**src/ser_pkg.sv**
```systemverilog
package ser_pkg;

	// Clock and timing
	localparam int CLK_PERIOD_NS    = 8;
	localparam int DELAY_UNIT_NS    = 100000;
	localparam int DELAY_UNIT_CYC   = (DELAY_UNIT_NS + CLK_PERIOD_NS - 1) / CLK_PERIOD_NS;
	localparam int SILENCE_UNIT_MS  = 100;
	localparam int SILENCE_UNIT_CYC = (SILENCE_UNIT_MS * 1000000) / CLK_PERIOD_NS;

	// Exception codes, decimal digits packed as two BCD nibbles
	localparam logic [7:0] EXC_BAD_FUNC  = 8'h01;
	localparam logic [7:0] EXC_BAD_ADDR  = 8'h02;
	localparam logic [7:0] EXC_BAD_VALUE = 8'h03;
	localparam logic [7:0] EXC_DEV_FAIL  = 8'h04;
	localparam logic [7:0] EXC_TIMEOUT   = 8'h10;

	// Framing
	localparam int         FUNC_EXC_BIT    = 7;
	localparam logic [7:0] ASCII_START     = 8'h3A;
	localparam logic [7:0] ASCII_CR        = 8'h0D;
	localparam logic [7:0] ASCII_LF        = 8'h0A;
	localparam logic [3:0] RTU_LAST_STEP   = 4'h4;
	localparam logic [3:0] ASCII_LAST_STEP = 4'hA;
	localparam logic [3:0] ASCII_CR_STEP   = 4'h9;
	localparam logic [15:0] CRC_INIT       = 16'hFFFF;
	localparam logic [15:0] CRC_POLY       = 16'hA001;

	// Reset values and silence count limit
	localparam logic [7:0]  BYTE_RESET  = 8'h00;
	localparam logic [10:0] DCNT_RESET  = 11'h000;
	localparam logic [7:0]  SCNT_RESET  = 8'h00;
	localparam logic [7:0]  SCNT_MAX    = 8'hFF;
	localparam logic [3:0]  STEP_RESET  = 4'h0;

	typedef struct packed {
		logic [7:0] addr;
		logic [7:0] func;
		logic       badFunc;
		logic       badAddr;
		logic       badValue;
		logic       devFail;
	} ser_req_t;

	typedef struct packed {
		logic       show;
		logic [7:0] code;
	} ser_disp_t;

	typedef enum logic [2:0] {
		ST_IDLE  = 3'b001,
		ST_DELAY = 3'b010,
		ST_SEND  = 3'b100
	} ser_state_t;

endpackage : ser_pkg

```
**src/ser_exception_responder.sv**
```systemverilog
`timescale 1ns/1ps
// Operation
// - Corrupted message: discard, never reply
// - Unserviceable clean message gets exception response
// - Show exception code on display, decimal
// - Echo function code with MSB set
// - RTU: address, function, code, CRC low-first
// - ASCII: start, hex pairs, LRC, CR LF
// - Unsupported function gives code 01
// - Missing data address gives code 02
// - Unacceptable data value gives code 03
// - Action failure gives code 04
// - Bus silence beyond period raises error 10, only with fault treatment setting 0 or 1
// - Reply waits configurable delay, default 2.0ms
module ser_exception_responder #(
	parameter int unsigned DELAY_UNIT_CYC   = ser_pkg::DELAY_UNIT_CYC,
	parameter int unsigned SILENCE_UNIT_CYC = ser_pkg::SILENCE_UNIT_CYC
) (
	input  wire logic              core_clk,
	input  wire logic              rst,
	input  wire logic              rxDone,
	input  wire logic              rxErr,
	input  wire ser_pkg::ser_req_t req,
	input  wire logic              asciiMode,
	input  wire logic [10:0]       responseDelaySetting,
	input  wire logic [7:0]        timeoutPeriodSetting,
	input  wire logic [1:0]        commFaultTreatmentSetting,
	input  wire logic              txReady,
	output logic [7:0]             txByte,
	output logic                   txValid,
	output ser_pkg::ser_disp_t     disp,
	output logic                   timeoutErr
);

	ser_pkg::ser_state_t state;
	logic [7:0]          excAddr;
	logic [7:0]          excFunc;
	logic [7:0]          excCode;
	logic [7:0]          lrc;
	logic                excAscii;
	logic [3:0]          stepIdx;
	logic [10:0]         delayCnt;
	logic [7:0]          silenceCnt;
	logic                delayTick;
	logic                silenceTick;
	logic [15:0]         crc;
	logic                anyExc;
	logic                accept;
	logic                traffic;
	logic                timeoutEn;
	logic                txDone;
	logic [3:0]          lastStep;
	logic [7:0]          next_code;
	logic [7:0]          next_func;
	logic [7:0]          next_byte;

	function automatic logic [7:0] hexChar(input logic [3:0] n);
		return (n < 4'hA) ? (8'h30 + {4'h0, n}) : (8'h37 + {4'h0, n});
	endfunction : hexChar

	assign anyExc    = req.badFunc | req.badAddr | req.badValue | req.devFail;
	assign accept    = (state == ser_pkg::ST_IDLE) && rxDone && !rxErr && anyExc;
	assign traffic   = rxDone;
	assign timeoutEn = (timeoutPeriodSetting != 8'h00) && (commFaultTreatmentSetting <= 2'h1);
	assign txDone    = txValid && txReady;
	assign lastStep  = excAscii ? ser_pkg::ASCII_LAST_STEP : ser_pkg::RTU_LAST_STEP;
	assign next_func = req.func | 8'h80;

	// Cause to code, first failing check wins
	always_comb
	begin
		if (req.badFunc)
			next_code = ser_pkg::EXC_BAD_FUNC;
		else if (req.badAddr)
			next_code = ser_pkg::EXC_BAD_ADDR;
		else if (req.badValue)
			next_code = ser_pkg::EXC_BAD_VALUE;
		else
			next_code = ser_pkg::EXC_DEV_FAIL;
	end

	// Byte for the current frame step
	always_comb
	begin
		logic [3:0] fieldIdx;
		logic [7:0] field;
		fieldIdx = (stepIdx - 4'h1) >> 1;
		field    = ser_pkg::BYTE_RESET;
		unique case (fieldIdx)
			4'h0: field = excAddr;
			4'h1: field = excFunc;
			4'h2: field = excCode;
			default: field = lrc;
		endcase
		if (excAscii)
		begin
			if (stepIdx == ser_pkg::STEP_RESET)
				next_byte = ser_pkg::ASCII_START;
			else if (stepIdx == ser_pkg::ASCII_CR_STEP)
				next_byte = ser_pkg::ASCII_CR;
			else if (stepIdx == ser_pkg::ASCII_LAST_STEP)
				next_byte = ser_pkg::ASCII_LF;
			else
				next_byte = hexChar(stepIdx[0] ? field[7:4] : field[3:0]);
		end
		else
		begin
			unique case (stepIdx)
				4'h0: next_byte = excAddr;
				4'h1: next_byte = excFunc;
				4'h2: next_byte = excCode;
				4'h3: next_byte = crc[7:0];
				default: next_byte = crc[15:8];
			endcase
		end
	end

	ser_tick #(.PERIOD(DELAY_UNIT_CYC)) delayTimer (
		.core_clk (core_clk),
		.rst      (rst),
		.restart  (accept),
		.tick     (delayTick)
	);

	ser_tick #(.PERIOD(SILENCE_UNIT_CYC)) silenceTimer (
		.core_clk (core_clk),
		.rst      (rst),
		.restart  (traffic || !timeoutEn),
		.tick     (silenceTick)
	);

	ser_crc16 crcGen (
		.core_clk (core_clk),
		.rst      (rst),
		.init     (accept),
		.en       (txDone && !excAscii && (stepIdx < 4'h3)),
		.data     (txByte),
		.crc      (crc)
	);

	// Sequencer
	always_ff @(posedge core_clk)
	begin
		if (rst)
			state <= ser_pkg::ST_IDLE;
		else
		begin
			unique case (state)
				ser_pkg::ST_IDLE:
					if (accept)
						state <= (responseDelaySetting == 11'h000) ? ser_pkg::ST_SEND : ser_pkg::ST_DELAY;
				ser_pkg::ST_DELAY:
					if (delayTick && (delayCnt == 11'h001))
						state <= ser_pkg::ST_SEND;
				ser_pkg::ST_SEND:
					if (txDone && (stepIdx == lastStep))
						state <= ser_pkg::ST_IDLE;
				default:
					state <= ser_pkg::ST_IDLE;
			endcase
		end
	end

	// Captured reply fields
	always_ff @(posedge core_clk)
	begin
		if (rst)
		begin
			excAddr  <= ser_pkg::BYTE_RESET;
			excFunc  <= ser_pkg::BYTE_RESET;
			excCode  <= ser_pkg::BYTE_RESET;
			lrc      <= ser_pkg::BYTE_RESET;
			excAscii <= 1'b0;
		end
		else if (accept)
		begin
			excAddr  <= req.addr;
			excFunc  <= next_func;
			excCode  <= next_code;
			lrc      <= 8'(8'h00 - (req.addr + next_func + next_code));
			excAscii <= asciiMode;
		end
	end

	// Reply delay counter
	always_ff @(posedge core_clk)
	begin
		if (rst)
			delayCnt <= ser_pkg::DCNT_RESET;
		else if (accept)
			delayCnt <= responseDelaySetting;
		else if ((state == ser_pkg::ST_DELAY) && delayTick)
			delayCnt <= delayCnt - 11'h001;
	end

	// Transmit handshake
	always_ff @(posedge core_clk)
	begin
		if (rst)
		begin
			txValid <= 1'b0;
			txByte  <= ser_pkg::BYTE_RESET;
			stepIdx <= ser_pkg::STEP_RESET;
		end
		else if (state != ser_pkg::ST_SEND)
		begin
			txValid <= 1'b0;
			stepIdx <= ser_pkg::STEP_RESET;
		end
		else if (txDone)
		begin
			txValid <= 1'b0;
			stepIdx <= stepIdx + 4'h1;
		end
		else if (!txValid)
		begin
			txValid <= 1'b1;
			txByte  <= next_byte;
		end
	end

	// Display indication
	always_ff @(posedge core_clk)
	begin
		if (rst)
			disp <= '0;
		else if (accept)
			disp <= '{show: 1'b1, code: next_code};
		else if (timeoutEn && !timeoutErr && (silenceCnt == timeoutPeriodSetting))
			disp <= '{show: 1'b1, code: ser_pkg::EXC_TIMEOUT};
	end

	// Bus silence watch
	always_ff @(posedge core_clk)
	begin
		if (rst || traffic || !timeoutEn)
			silenceCnt <= ser_pkg::SCNT_RESET;
		else if (silenceTick && (silenceCnt != ser_pkg::SCNT_MAX))
			silenceCnt <= silenceCnt + 8'h01;
	end

	always_ff @(posedge core_clk)
	begin
		if (rst || traffic || !timeoutEn)
			timeoutErr <= 1'b0;
		else if (silenceCnt == timeoutPeriodSetting)
			timeoutErr <= 1'b1;
	end
endmodule : ser_exception_responder

```
**src/ser_tick.sv**
```systemverilog
`timescale 1ns/1ps
module ser_tick #(
	parameter int unsigned PERIOD = 16
) (
	input  wire logic core_clk,
	input  wire logic rst,
	input  wire logic restart,
	output logic      tick
);

	logic [31:0] cnt;

	// Counts PERIOD cycles from the last restart, then pulses
	always_ff @(posedge core_clk)
	begin
		if (rst || restart)
		begin
			cnt  <= 32'h0;
			tick <= 1'b0;
		end
		else if (cnt == 32'(PERIOD - 1))
		begin
			cnt  <= 32'h0;
			tick <= 1'b1;
		end
		else
		begin
			cnt  <= cnt + 32'h1;
			tick <= 1'b0;
		end
	end

endmodule : ser_tick

```
**src/ser_crc16.sv**
```systemverilog
`timescale 1ns/1ps
module ser_crc16 (
	input  wire logic        core_clk,
	input  wire logic        rst,
	input  wire logic        init,
	input  wire logic        en,
	input  wire logic [7:0]  data,
	output logic      [15:0] crc
);

	function automatic logic [15:0] crcStep(input logic [15:0] c, input logic [7:0] d);
		logic [15:0] r;
		r = c ^ {8'h00, d};
		for (int i = 0; i < 8; i++)
		begin
			r = r[0] ? ((r >> 1) ^ ser_pkg::CRC_POLY) : (r >> 1);
		end
		return r;
	endfunction : crcStep

	always_ff @(posedge core_clk)
	begin
		if (rst || init)
			crc <= ser_pkg::CRC_INIT;
		else if (en)
			crc <= crcStep(crc, data);
	end

endmodule : ser_crc16

```
**config.mk**
```make
export PLATFORM = sky130hd
export DESIGN_NAME = ser_exception_responder
export DESIGN_NICKNAME = d
export VERILOG_FILES = /design/src/ser_pkg.sv /design/src/ser_exception_responder.sv /design/src/ser_tick.sv /design/src/ser_crc16.sv
export SDC_FILE = /design/constraint.sdc
export NUM_CORES = 1
export LEC_CHECK = 0
export BUFFER_PORTS_ARGS = -buffer_cell sky130_fd_sc_hd__clkbuf_2
export CAP_MARGIN = 30
export CORE_ASPECT_RATIO = 1.2
export CORE_MARGIN = 4
export CORE_UTILIZATION = 40
export CTS_CLUSTER_SIZE = 28
export DETAILED_ROUTE_END_ITERATION = 12
export PLACE_DENSITY_LB_ADDON = 0.2
export SLEW_MARGIN = 25
export SYNTH_ARGS = -nofsm -noshare
export SYNTH_HDL_FRONTEND = slang
export SYNTH_HIERARCHICAL = 1
export SYNTH_SLANG_ARGS = --single-unit
```
**constraint.sdc**
```tcl
create_clock -name core_clk -period 3.6 [get_ports core_clk]
set_input_delay 0.18 -clock core_clk [delete_from_list [all_inputs] [get_ports core_clk]]
set_output_delay 0.18 -clock core_clk [all_outputs]
set_load 0.02 [all_outputs]
```
Word-level counts from Yosys, hierarchy flattened
Index checks and enable logic that the tools add are counted.
{"block": "word_totals", "reg_bits": 160, "input_bits": 47, "word_cells": 133}
{"block": "classes", "n_addsub": 11, "n_lt_le_gt_ge": 3, "eq_ne": 20, "mux": 32, "bitwise_logic": 15, "reduce_logical": 33}
{"op": "two-way mux 16 bit", "n": 8}
{"op": "adder 32 x 1 -> 32 bit (second input constant)", "n": 2}
{"op": "equality test 32 x 14 -> 1 bit (second input constant)", "n": 1}
{"op": "equality test 32 x 24 -> 1 bit (second input constant)", "n": 1}
{"op": "one-hot mux 8 bit (4 select lines)", "n": 1}
{"op": "two-way mux 7 bit", "n": 4}
{"op": "inverter 2 -> 3 bit", "n": 8}
{"op": "one-hot mux 8 bit (3 select lines)", "n": 1}
{"op": "two-way mux 11 bit", "n": 2}
{"op": "two-way mux 3 bit", "n": 6}
{"op": "two-way mux 9 bit", "n": 2}
{"op": "adder 8 bit", "n": 2}
{"op": "two-way mux 8 bit", "n": 2}
{"op": "bitwise XOR 16 x 8 -> 16 bit", "n": 1}
{"op": "adder 6 x 4 -> 7 bit (first input constant)", "n": 2}
{"op": "logical AND 1 bit", "n": 13}
{"op": "equality test 11 x 1 -> 1 bit (second input constant)", "n": 1}
{"op": "zero test 11 bit", "n": 1}
{"op": "subtractor 11 x 1 -> 11 bit (second input constant)", "n": 1}
{"op": "one-hot mux 3 bit (3 select lines)", "n": 1}
{"op": "adder 8 x 1 -> 8 bit (second input constant)", "n": 1}
{"op": "equality test 4 x 2 -> 1 bit (second input constant)", "n": 2}
{"op": "equality test 4 bit (second input constant)", "n": 2}
{"op": "equality test 8 bit", "n": 1}
{"op": "26 further kinds", "n": 48}

Depth between registers and ports, before layout
Gate-level depths: netlist of run 1.
{"block": "logic_depth", "depth_word": 17, "mapped_depth": 14, "ltp_nobuf": 14}

Cells and area by module
Netlist of run 1, hierarchy kept.
{"module": "ser_exception_responder", "instances": 1, "cells_per_inst": 561, "area_each_um2": 4430.5, "seq_area_each_um2": 1381.3}
{"module": "ser_tick (delayTimer)", "instances": 1, "cells_per_inst": 193, "area_each_um2": 1615.3, "seq_area_each_um2": 660.6}
{"module": "ser_tick (silenceTimer)", "instances": 1, "cells_per_inst": 174, "area_each_um2": 1609.0, "seq_area_each_um2": 660.6}
{"module": "ser_crc16", "instances": 1, "cells_per_inst": 86, "area_each_um2": 793.3, "seq_area_each_um2": 320.3}

Worst setup path after synthesis of run 1
OpenSTA, ideal clock, no wires.
{"block": "synth_path", "path_type": "register to register", "start": "register stepIdx[0]", "end": "register txByte[2]", "arrival_time_ns": 2.952, "path_slack_ns": 0.574, "path_stages_with_launch": 15, "path_buffers": 3, "synth_period_minus_slack_ns": 3.026, "cell_sequence": "dfxtp_1 -> buf_4 -> inv_1 -> ha_1 -> buf_2 -> buf_1 -> mux2i_1 -> nor4_1 -> nor4_1 -> a21oi_1 -> inv_1 -> ha_1 -> nor2b_1 -> or3b_1 -> a31oi_1"}
{"block": "synth_between", "elab_chain_cells": 10, "elab_cells_between_ends": 21}
{"element": "start, declared", "line_no": "ser_exception_responder.sv:41", "rtl": "logic [3:0] stepIdx;"}
{"element": "start signal, assigned", "line_no": "ser_exception_responder.sv:203", "rtl": "stepIdx <= ser_pkg::STEP_RESET;"}
{"element": "start signal, assigned", "line_no": "ser_exception_responder.sv:208", "rtl": "stepIdx <= ser_pkg::STEP_RESET;"}
{"element": "start signal, assigned", "line_no": "ser_exception_responder.sv:213", "rtl": "stepIdx <= stepIdx + 4'h1;"}
{"element": "subtractor 4 x 1 -> 4 bit", "line_no": "ser_exception_responder.sv:87", "rtl": "fieldIdx = (stepIdx - 4'h1) >> 1;"}
{"element": "equality test 3 x 2 -> 1 bit, or another cell as far along", "line_no": "ser_exception_responder.sv:89", "rtl": "unique case (fieldIdx)"}
{"element": "one-hot mux 8 bit (3 select lines)", "line_no": "ser_exception_responder.sv:89"}
{"element": "two-way mux 4 bit", "line_no": "ser_exception_responder.sv:104", "rtl": "next_byte = hexChar(stepIdx[0] ? field[7:4] : field[3:0]);"}
{"element": "adder 6 x 4 -> 7 bit / < comparator 4 bit (equally long branches)", "line_no": "ser_exception_responder.sv:58", "rtl": "return (n < 4'hA) ? (8'h30 + {4'h0, n}) : (8'h37 + {4'h0, n});"}
{"element": "two-way mux 7 bit", "line_no": "ser_exception_responder.sv:58"}
{"element": "two-way mux 7 bit", "line_no": "ser_exception_responder.sv:101", "rtl": "else if (stepIdx == ser_pkg::ASCII_LAST_STEP)"}
{"element": "two-way mux 7 bit", "line_no": "ser_exception_responder.sv:99", "rtl": "else if (stepIdx == ser_pkg::ASCII_CR_STEP)"}
{"element": "two-way mux 7 bit", "line_no": "ser_exception_responder.sv:97", "rtl": "if (stepIdx == ser_pkg::STEP_RESET)"}
{"element": "two-way mux 8 bit *", "line_no": "ser_exception_responder.sv:95", "rtl": "if (excAscii)"}
{"element": "end signal, assigned", "line_no": "ser_exception_responder.sv:202", "rtl": "txByte <= ser_pkg::BYTE_RESET;"}
{"element": "end signal, assigned", "line_no": "ser_exception_responder.sv:218", "rtl": "txByte <= next_byte;"}
{"element": "end, declared", "line_no": "ser_exception_responder.sv:29", "rtl": "output logic [7:0] txByte,"}
Mark *: on every way between the ends. The rest lies on a longest branch, timed or not.
A chain may end at the register's enable or synchronous reset.

Final worst setup path of run 1
Same ends and word-level chain as after synthesis.

==> run metrics, run 1 <==
Max Cap Viol=0; Post-synth EDFFs=0; FF+latch area=between 3000 and 4000 sq um; Mapped Area=about 8400 sq um; sequential area share after synthesis=35.8%; gpl congestion=around 0.88; # clock sinks=about 150; clock buffer depth=2; number of DRC violations after detailed routing=0; Antenna Nets Post-Route=0; share of layout cells above drive strength 1=between 10% and 20%; CTS Buf Count=17; Worst Skew=roughly 0.012 ns; Die W=around 140 microns; P_leak=between 3 and 4 nW; GRT Util Overall=a little under a fifth; sink of the worst hold path=delayCnt[7]; Skew-Pair Late Insertion Delay=0.43 ns; WL final=approximately 21 mm; hold path startpoint=responseDelaySetting[7]; Vias/cell=between 5 and 6; fin nets=around 1100; Layout Utilization=a little under half; Die Area=between 20000 and 25000 sq um; number of synthesized register bits=about 150; final number of hold-violating endpoints=0; Rows=58; fin crit share=between 80 and 90%; Avg Cell Area, Syn=~8.3 sq um; CP startpoint kind=flop; CP arrival=between 3 and 4 ns; Die H=roughly 170 microns; Hold Path Class=input pin to flop; clock root cell=clkbuf_16; peak supply drop=0.000321 V; Hold WS=roughly 0.013 ns; H-Tree Level Count=4; max-slew violations=0; outcome=finished clean; area grow syn2layout=14.2%; # fillers=2095; Post-Synthesis Cells=just over 1000; Async SR Flop Fraction=0%; Worst R2R Setup Slack=just under 0.4 ns; Post-synth top flop=dfxtp_1; vias=~7300; first-pass GRT wire length=36.0 mm; hpwl dp=approximately 15 mm; slew margin rel.=a little over half; RSZ-0062 raised after global routing=false; antenna violations before repair=0; post-synthesis cell type count=92; Ports=66; Critical Path RT=roughly 4 ns; area of the multi-input gates=about 5000 sq um; placed cells=roughly 1300; total grt overflow=0; Power Dens Cells=416 nW/um^2; worst slew pin tran=0.687 ns; DRT iter0 DRCs=517; CTS tree=done; DRT Pass-1 Iters=5; Ys Warns=6; fmax=between 300 and 400 MHz; Post-CTS Setup Inserts=0; worst r2r src=stepIdx[0]; wire per inst=15.6 microns; largest net degree at the start of global routing=40; Worst Hold Depth=3; Initial Utilization=between 40% and 50%; critical path class=flop to flop; clk slew on worst S/H paths=0.06 ns; Port Buffers=between 50 and 60; crit end category=flop; fin crit period=~3.2 ns; Core ar.=20900 sq um; vias in the first global route=just over 7000; r2r worst-path depth=11; crit path max fanout=17; setup total negative slack=0 ns; Final Non-Filler Cells=1346; n_diodes=0; final setup fails=0; r2r endpoint=txByte[2]
cell type report:
class                      count  share of cell area (%)
clock buffer                  19                    4.59
clock inverter                13                    1.78
inverter                      46                    1.79
multi-input combinational    765                    51.8
sequential                   151                    31.3
tap                          270                    3.50
timing repair buffer          82                    5.19
timing repair:
item	CTS	global route
hold buffers	10	0
resized for setup	0	0
hold endpoints to repair	10	0
placed cells by master, fill, tap and decap left out, types with 6 or more instances in the layout:
master | synthesis | layout
clkbuf_16 | 0 | 17
nand4_1 | 38 | 38
dfxtp_1 | 151 | 151
and3_1 | 15 | 15
a22oi_1 | 10 | 10
clkbuf_2 | 1 | 61
nor2_1 | 95 | 95
o211ai_1 | 6 | 6
or4_1 | 13 | 13
o21ai_0 | 32 | 32
dlygate4sd3_1 | 0 | 10
buf_4 | 5 | 10
mux2i_1 | 14 | 14
nand2_1 | 98 | 98
or3_1 | 20 | 20
inv_1 | 46 | 46
a21oi_1 | 84 | 84
nor3_1 | 19 | 19
nand3_1 | 37 | 37
o31ai_1 | 11 | 11
a31oi_1 | 8 | 8
nand2b_1 | 8 | 8
nor4_1 | 18 | 17
xnor2_1 | 40 | 40
ha_1 | 30 | 30
and2_1 | 7 | 7
xor2_1 | 39 | 39
report_power, final:
part,leakage [nW],internal (mW),total [mW],switching (mW)
Combinational,1.93,0.165,0.397,0.232
Clock,0.294,1.12,1.86,0.743
Sequential,1.22,1.71,1.76,0.0422
worst max-delay path: stages, from the launching register on:
cell,delay [ns]
dfxtp_1,0.33
inv_1,0.14
ha_1,0.76
mux2i_1,0.21
nor4_1,0.26
nor4_1,0.15
a21oi_1,0.34
inv_1,0.08
ha_1,0.22
nor2b_1,0.14
or3b_1,0.36
a31oi_1,0.15
per-stage QoR:
stage                     area, sq um  worst slack (ns)  total power [mW]
after global placement           8920             0.481              2.18
final                            9650             0.394              4.01
after global routing             9650             0.211              4.19
after CTS                        9640             0.510              4.06
after detailed placement         8920             0.460              2.18
after floorplan                  8460             0.574              2.06
flip-flops by register name, indices dropped and copies added (netlist names), 4 cells and up:
signal,count
crcGen/crc,16
delayCnt,11
delayTimer/cnt,32
disp,5
excAddr,8
excFunc,8
lrc,8
silenceCnt,8
silenceTimer/cnt,32
stepIdx,4
txByte,8
cell families after synthesis:
group / count (synthesis) / share of synthesized area [%]
adders and majority gates: 33 / 5.15
muxes: 19 / 2.46
other: 1 / 0.0444
buffers and inverters: 101 / 5.32
AOI/OAI and AO/OA: 206 / 15.8
and+or+nand+nor: 422 / 26.8
DFF: 151 / 35.8
xor gates and xnor gates: 81 / 8.68
worst max path at each step:
stage	start	slack (ns)	cells past startpoint	endpoint
global placement	req[1]	0.48	11	lrc[7]
detailed placement	req[1]	0.46	11	lrc[7]
global route	stepIdx[0]	0.21	11	txByte[2]
finish	stepIdx[0]	0.39	11	txByte[2]
CTS	stepIdx[0]	0.51	11	txByte[2]
floorplan	stepIdx[0]	0.57	14	txByte[2]
metal layers:
metal / global-route usage [%] / share of wire [%]
met1: 22.5 / 44
met3: 3.46 / 2.7
met4: 6.70 / 2.6
met5: 0 / 0
met2: 32.1 / 50
synthesized netlist by cell type, types with 4 or more instances:
cell / n / area (sq um)
nand2b_1: 8 / 50.1
nand3_1: 37 / 185
or2_2: 5 / 31.3
and4_1: 4 / 35.0
nor4_1: 18 / 113
nand3b_1: 4 / 30.0
nand4_1: 38 / 238
nor4b_1: 5 / 43.8
mux2_2: 4 / 45.0
o31ai_1: 11 / 82.6
inv_1: 46 / 173
mux2i_1: 14 / 140
clkbuf_1: 30 / 113
a211o_1: 4 / 35.0
a31oi_1: 8 / 50.1
xnor2_1: 40 / 350
a22oi_1: 10 / 75.1
a21oi_1: 84 / 420
a211oi_1: 5 / 37.5
ha_1: 30 / 375
nor2_1: 95 / 357
nor3_1: 19 / 95.1
nor2b_1: 5 / 31.3
dfxtp_1: 151 / 3020
nand2_1: 98 / 368
and3_1: 15 / 93.8
buf_4: 5 / 37.5
or4_1: 13 / 97.6
o21ai_0: 32 / 160
o211ai_1: 6 / 45.0
a222oi_1: 5 / 50.1
or3_1: 20 / 125
nor2_2: 5 / 31.3
xor2_1: 39 / 342
and2_1: 7 / 43.8
buf_2: 13 / 65.1
(Power assumes the default switching activity.)
==> run 2: changes to the inputs <==
- ABC_AREA: not set -> 1
==> run 2 against run 1 <==
Effect of this change:
- critical path depth grew 5
- critical endpoint is now txByte[4]
- cell count is 33% higher
- largest cell class unchanged
- die area rose by 10%
- highest routed layer unchanged
- combinational power grew 61%
==> run metrics, run 2 <==
outcome=finished clean (unchanged); final number of hold-violating endpoints=0 (unchanged); CTS Buf Count=17 (unchanged); sequential area share after synthesis=32.3% (was 35.8%); peak supply drop=0.000329 V (was 0.000321 V); Hold Path Class=input pin to flop (unchanged); Die W=148 microns (was 141 microns); critical path class=flop to flop (unchanged); vias=8637 (was 7330); Port Buffers=59 (unchanged); WL final=24.0 mm (was 21.1 mm); worst slew pin tran=0.720 ns (was 0.687 ns); # clock sinks=151 (unchanged); r2r endpoint=txByte[4] (was txByte[2]); power share of the combinational group=14.9% (was 9.9%); # fillers=2440 (was 2095); Async SR Flop Fraction=0% (unchanged); Antenna Nets Post-Route=0 (unchanged); hpwl dp=18.8 mm (was 15.3 mm); crit end category=flop (unchanged); Critical Path RT=3.96 ns (was 3.95 ns); fin crit period=2.78 ns (was 3.21 ns); placed cells=1754 (was 1302); DRT iter0 DRCs=455 (was 517); slew margin rel.=51.8% (was 54.1%); Rows=61 (was 58); switching power share of the total=29.3% (was 25.3%); biggest registers after layout=delayTimer/cnt: 32 flops, silenceTimer/cnt: 32 flops, crcGen/crc: 16 flops (unchanged); Hold WS=0.00929 ns (was 0.0128 ns); Post-synth top flop=dfxtp_1 (unchanged); Vias/cell=4.82 (was 5.45); share of layout cells above drive strength 1=15.0% (was 13.9%); CP startpoint kind=flop (unchanged); wire per inst=13.4 microns (was 15.6 microns); Ys Warns=6 (unchanged); number of synthesized register bits=151 (unchanged); clk slew on worst S/H paths=0.07 ns (was 0.06 ns); worst r2r src=stepIdx[1] (was stepIdx[0]); Die Area=25900 sq um (was 23500 sq um); Yosys top cell by area=dfxtp_1 (unchanged); first-pass GRT wire length=40.5 mm (was 36.0 mm); hold path startpoint=req[15] (was responseDelaySetting[7]); Ports=66 (unchanged); Post-synth EDFFs=0 (unchanged); Commonest cells post-synth=nand2_1 (395), nor2_1 (186), inv_1 (171) (was dfxtp_1 (151), nand2_1 (98), nor2_1 (95)); largest net degree at the start of global routing=33 (was 40); n_diodes=0 (unchanged); post_cts resized=0 (unchanged); clock buffer depth=2 (unchanged); most numerous cell in the Yosys netlist=nand2_1 (was dfxtp_1); Avg Cell Area, Syn=6.69 sq um (was 8.33 sq um); DRT Pass-1 Iters=5 (unchanged); antenna violations before repair=0 (unchanged); Mapped Area=9350 sq um (was 8450 sq um); fin crit share=77.2% (was 89.1%); clock share of power=42.4% (was 46.4%); Post-CTS Setup Inserts=0 (unchanged); max-slew violations=0 (unchanged); RSZ-0062 raised after global routing=false (unchanged); internal power=3.02 mW (was 3.00 mW); total grt overflow=0 (unchanged); Power Dens Cells=405 nW/um^2 (was 416 nW/um^2); Worst Hold Depth=3 (unchanged); final setup fails=0 (unchanged); Post-Synthesis Cells=1397 (was 1014); hold buffers post-CTS=6 (was 10); NetSw=1.25 mW (was 1.02 mW); top cell type's share of synthesized area=32.3% (was 35.8%); crit path max fanout=8 (was 17); Die H=175 microns (was 167 microns); most common cell after layout, fill and taps aside=nand2_1 (was dfxtp_1); gpl congestion=0.884 (was 0.879); Worst Skew=0.0118 ns (was 0.0121 ns); most frequent cells in the layout=nand2_1 (395), nor2_1 (186), inv_1 (171), dfxtp_1 (151), nand3_1 (95) (was dfxtp_1 (151), nand2_1 (98), nor2_1 (95), a21oi_1 (84), clkbuf_2 (61)); fin nets=1544 (was 1143); synth top area cells=dfxtp_1 (32%), nand2_1 (16%), nor2_1 (7.5%), inv_1 (6.9%), nand3_1 (5.1%) (was dfxtp_1 (36%), a21oi_1 (5.0%), ha_1 (4.4%), nand2_1 (4.4%), nor2_1 (4.2%)); fmax=360 MHz (was 312 MHz); r2r worst-path depth=16 (was 11); CTS tree=done (unchanged); Worst R2R Setup Slack=0.82 ns (was 0.39 ns); H-Tree Level Count=4 (unchanged); GRT Util Overall=19.1% (was 18.4%); Max Cap Viol=0 (unchanged); Sequential Power Share=42.6% (was 43.7%); Final Non-Filler Cells=1792 (was 1346); clock root cell=clkbuf_16 (unchanged); CP arrival=3.14 ns (was 3.56 ns); post-synthesis cell type count=54 (was 92); area grow syn2layout=12.8% (was 14.2%); number of DRC violations after detailed routing=0 (unchanged); Core ar.=23100 sq um (was 20900 sq um); setup total negative slack=0 ns (unchanged); P_leak=4.26 nW (was 3.44 nW); Skew-Pair Late Insertion Delay=0.43 ns (about the same); Initial Utilization=40.4% (about the same); vias in the first global route=8415 (was 7188); sink of the worst hold path=excAddr[3] (was delayCnt[7])
run 2: cell count changes in the layout (fill, tap and decap cells not counted), sizes merged, moves of 19 or more:
| cell | change |
|---|---|
| or3 | -21 |
| nor2 | +118 |
| nand4 | -32 |
| nand2 | +332 |
| nand3 | +72 |
| a21oi | -19 |
| xnor2 | -22 |
| inv | +142 |
run 2: layout make-up:
cell class | instances | area (sq um) | share of cell area [%]
Multi-Input combinational cell | 1034 | 5430 | 51.4
Sequential cell | 151 | 3020 | 28.6
Inverter | 188 | 708 | 6.71
Clock buffer | 17 | 425 | 4.03
Timing Repair Buffer | 72 | 408 | 3.87
Tap cell | 315 | 394 | 3.73
Clock inverter | 15 | 166 | 1.58
run 2: power by group through the flow:
stage	sequential, mW	combinational, mW	clock (mW)
global route	1.83	0.733	1.94
finish	1.82	0.638	1.81
global placement	1.86	0.627	0
floorplan	1.84	0.467	0
detailed placement	1.86	0.635	0
CTS	1.82	0.643	1.86
run 2: stage by stage:
step	area (sq um)	utilization (%)	power, mW	worst slack [ns]
2_1_floorplan	9360	-	2.31	0.775
3_3_place_gp	9900	42.8	2.48	0.470
3_5_place_dp	9900	42.8	2.49	0.422
4_1_cts	10600	45.6	4.32	0.808
5_1_grt	10600	45.6	4.50	0.515
6_report	10600	45.6	4.27	0.821
run 2: layer usage:
layer  GRT usage (%)  vias to the layer above  wire length, microns
li1                -                     4548                     -
met1            22.8                     3918                 10500
met2            34.5                      131                 12200
met3            3.23                       40                   737
met4            6.76                        0                   552
met5               0                        -                     0
run 2: how the worst max path moves through the flow:
stage                          start        end  slack (ns)  depth (start not counted)
after floorplan               req[1]     lrc[7]        0.78                         16
after global placement        req[1]     lrc[7]        0.47                         17
after detailed placement      req[1]     lrc[7]        0.42                         17
after CTS                 stepIdx[1]  txByte[1]        0.81                         18
after global routing      stepIdx[1]  txByte[2]        0.51                         19
final                     stepIdx[1]  txByte[4]        0.82                         16
run 2: worst max-delay path, stage by stage (launching register included):
cell and delay [ns]:
dfxtp_1 0.50, inv_1 0.13, ha_1 0.43, inv_1 0.18, nand3_2 0.13, nand3_4 0.13, inv_2 0.13, nand4_1 0.13
nand2_2 0.11, nand2_1 0.09, inv_1 0.07, ha_1 0.18, nand2_1 0.09, nand3_1 0.09, nand2_1 0.06, a21o_1 0.16
a21oi_2 0.10
run 2: cells by family after synthesis:
logic type               Yosys count  synth area share [%]
AND/OR/NAND/NOR                  804                  39.2
AO/OA/AOI/OAI                    147                  9.65
XOR/XNOR                          46                  4.31
flip-flops                       151                  32.3
other                              1                0.0401
buffers and inverters            215                  9.82
adder cells (fa/ha/maj)           33                  4.66
==> run 3: changes to the inputs <==
- clock period: 3.6 -> 2.8 ns (I/O delays scaled with it)
==> run 3 against run 2 <==
Effect of this change:
- worst hold slack improved by 0.0012 ns
- clock skew decreased by 0.0023 ns
- final area increased by 2.0%
- sequential share of layout area decreased by 0.57 points
- power increased by 34%
- largest cell class unchanged
- highest routed layer is now met5
- flip-flop and latch count unchanged
==> run metrics, run 3 (synthesis gave the netlist of run 2 again) <==
DRT Pass-1 Iters=4 (was 5); DRT iter0 DRCs=425 (was 455); fin nets=1562 (was 1544); fmax=398 MHz; worst r2r src=stepIdx[0] (was stepIdx[1]); vias in the first global route=8463 (was 8415); total grt overflow=0 (unchanged); Max Cap Viol=0 (unchanged); worst setup slack after placement=-0.279 ns (was 0.422 ns); Post-CTS Setup Inserts=0 (unchanged); Port Buffers=59 (unchanged); RSZ-0062 raised after global routing=false (unchanged); Rows=61 (unchanged); critical path class=input pin to flop (was flop to flop); most frequent cells in the layout=nand2_1 (395), nor2_1 (186), inv_1 (171), dfxtp_1 (151), nand3_1 (95) (unchanged); area grow syn2layout=15.1% (was 12.8%); GRT Util Overall=19.0% (was 19.1%); Initial Utilization=40.4% (unchanged); crit end category=flop (unchanged); max-slew violations=0 (unchanged); P_leak=4.36 nW (was 4.26 nW); number of DRC violations after detailed routing=0 (unchanged); hpwl dp=18.8 mm (about the same); peak supply drop=0.000479 V (was 0.000329 V); sink of the worst hold path=disp[8] (was excAddr[3]); most common cell after layout, fill and taps aside=nand2_1 (unchanged); post-route cell area=10800 sq um (was 10600 sq um); fin crit share=89.7%; r2r worst-path depth=18 (was 16); final number of hold-violating endpoints=0 (unchanged); share of layout cells above drive strength 1=15.7% (was 15.0%); clk slew on worst S/H paths=0.07 ns (about the same); placement-stage cell area=9980 sq um (was 9900 sq um); slew margin rel.=56.7% (was 51.8%); outcome=finished clean (unchanged); worst slew pin tran=0.647 ns (was 0.720 ns); crit path max fanout=3 (was 8); largest net degree at the start of global routing=33 (unchanged); CTS Buf Count=17 (unchanged); biggest registers after layout=delayTimer/cnt: 32 flops, silenceTimer/cnt: 32 flops, crcGen/crc: 16 flops (unchanged); CTS tree=done (unchanged); Power Dens Cells=530 nW/um^2 (was 405 nW/um^2); Die Area=25900 sq um (unchanged); clock root cell=clkbuf_16 (unchanged); fin worst setup slack=0.287 ns (was 0.821 ns); # clock sinks=151 (unchanged); CP startpoint kind=input pin (was flop); Pwr Total=5.70 mW (was 4.27 mW); n_diodes=0 (unchanged); WL final=24.0 mm (about the same); hold path startpoint=rst (was req[15]); Critical Path RT=3.13 ns (was 3.96 ns); first-pass GRT wire length=40.4 mm (was 40.5 mm); Worst Skew=0.00943 ns (was 0.0118 ns); Hold Path Class=input pin to flop (unchanged); Skew-Pair Late Insertion Delay=0.43 ns (about the same); vias=8635 (was 8637); Die H=175 microns (unchanged); fin crit period=~2.5 ns; CP arrival=2.84 ns (was 3.14 ns); H-Tree Level Count=4 (unchanged); Die W=148 microns (unchanged); Antenna Nets Post-Route=0 (unchanged); Ports=66 (unchanged); final setup fails=0 (unchanged); wire per inst=13.3 microns (was 13.4 microns); r2r endpoint=txByte[1] (was txByte[4]); clock buffer depth=2 (unchanged); Worst Hold Depth=2 (was 3); Core ar.=23100 sq um (unchanged); Worst R2R Setup Slack=0.30 ns (was 0.82 ns); antenna violations before repair=1 (was 0); Vias/cell=4.77 (was 4.82); gpl congestion=0.896 (was 0.884); setup total negative slack=0 ns (unchanged)
==> run 3: changes by cell type in the layout (fill, tap and decap cells not counted) <==
| cell | previous run | this run |
|---|---|---|
| dlygate4sd3_1 | 6 | 13 |
| clkbuf_8 | 0 | 2 |
| clkinv_2 | 2 | 0 |
| o31ai_1 | 3 | 2 |
| clkinv_4 | 3 | 2 |
| buf_4 | 7 | 18 |
| inv_8 | 1 | 0 |
| inv_6 | 5 | 3 |
| clkinvlp_4 | 2 | 4 |
| bufinv_16 | 2 | 4 |
| o31ai_2 | 0 | 1 |
==> run 3: stage by stage <==
step | utilization (%) | std cells | hold WS (ns)
2_1_floorplan | - | 1400 | 0.217
3_3_place_gp | 43.2 | 1765 | 0.373
3_5_place_dp | 43.2 | 1765 | 0.372
4_1_cts | 46.5 | 1810 | 0.00617
5_1_grt | 46.6 | 1810 | 0.0197
6_report | 46.6 | 1810 | 0.0105
==> run 3: layer usage <==
metal	wire length, microns	up-vias	GRT usage [%]
met5	13	-	0
met4	561	2	6.49
met3	613	42	2.74
met2	12200	119	34.6
met1	10700	3893	22.8
li1	-	4579	-
==> run 3: where the power goes <==
part | internal [mW] | switching, mW | total, mW
logic | 0.328 | 0.532 | 0.860
clock network | 1.55 | 0.958 | 2.51
registers | 2.26 | 0.0810 | 2.34
==> run 3: worst max path at each step <==
| stage | start | to | slack, ns | cells after the start |
|---|---|---|---|---|
| final | req[1] | lrc[7] | 0.29 | 17 |
| after global routing | stepIdx[0] | txByte[2] | 0.006 | 19 |
| after CTS | req[1] | lrc[7] | 0.19 | 17 |
| after detailed placement | req[1] | lrc[7] | -0.28 | 17 |
| after global placement | req[1] | lrc[7] | -0.26 | 17 |
| after floorplan | req[1] | lrc[7] | 0.02 | 16 |
==> run 3: final cells by class <==
| type | instances | area, sq um |
|---|---|---|
| Clock inverter | 13 | 194 |
| Sequential cell | 151 | 3020 |
| Clock buffer | 19 | 453 |
| Multi-Input combinational cell | 1034 | 5430 |
| Timing Repair Buffer | 90 | 561 |
| Inverter | 188 | 708 |
| Fill cell | 2395 | 12400 |
| Tap cell | 315 | 394 |
==> run 3: timing repair <==
action	4_1_cts	5_1_grt
hold buffers	13	0
hold endpoints to repair	13	0
setup endpoints to repair	0	1
gates resized for setup	0	1
==> run 3: critical path: stages <==
cell and delay, ns:
clkbuf_2 0.10, o21ai_0 0.15, inv_1 0.08, ha_1 0.27, inv_1 0.05, fa_1 0.53, ha_1 0.16, inv_1 0.05
fa_1 0.40, o31ai_2 0.22, inv_1 0.06, nor2_1 0.13, o21a_1 0.12, nor2_1 0.04, xor2_1 0.13, o21ai_0 0.14
inv_1 0.05
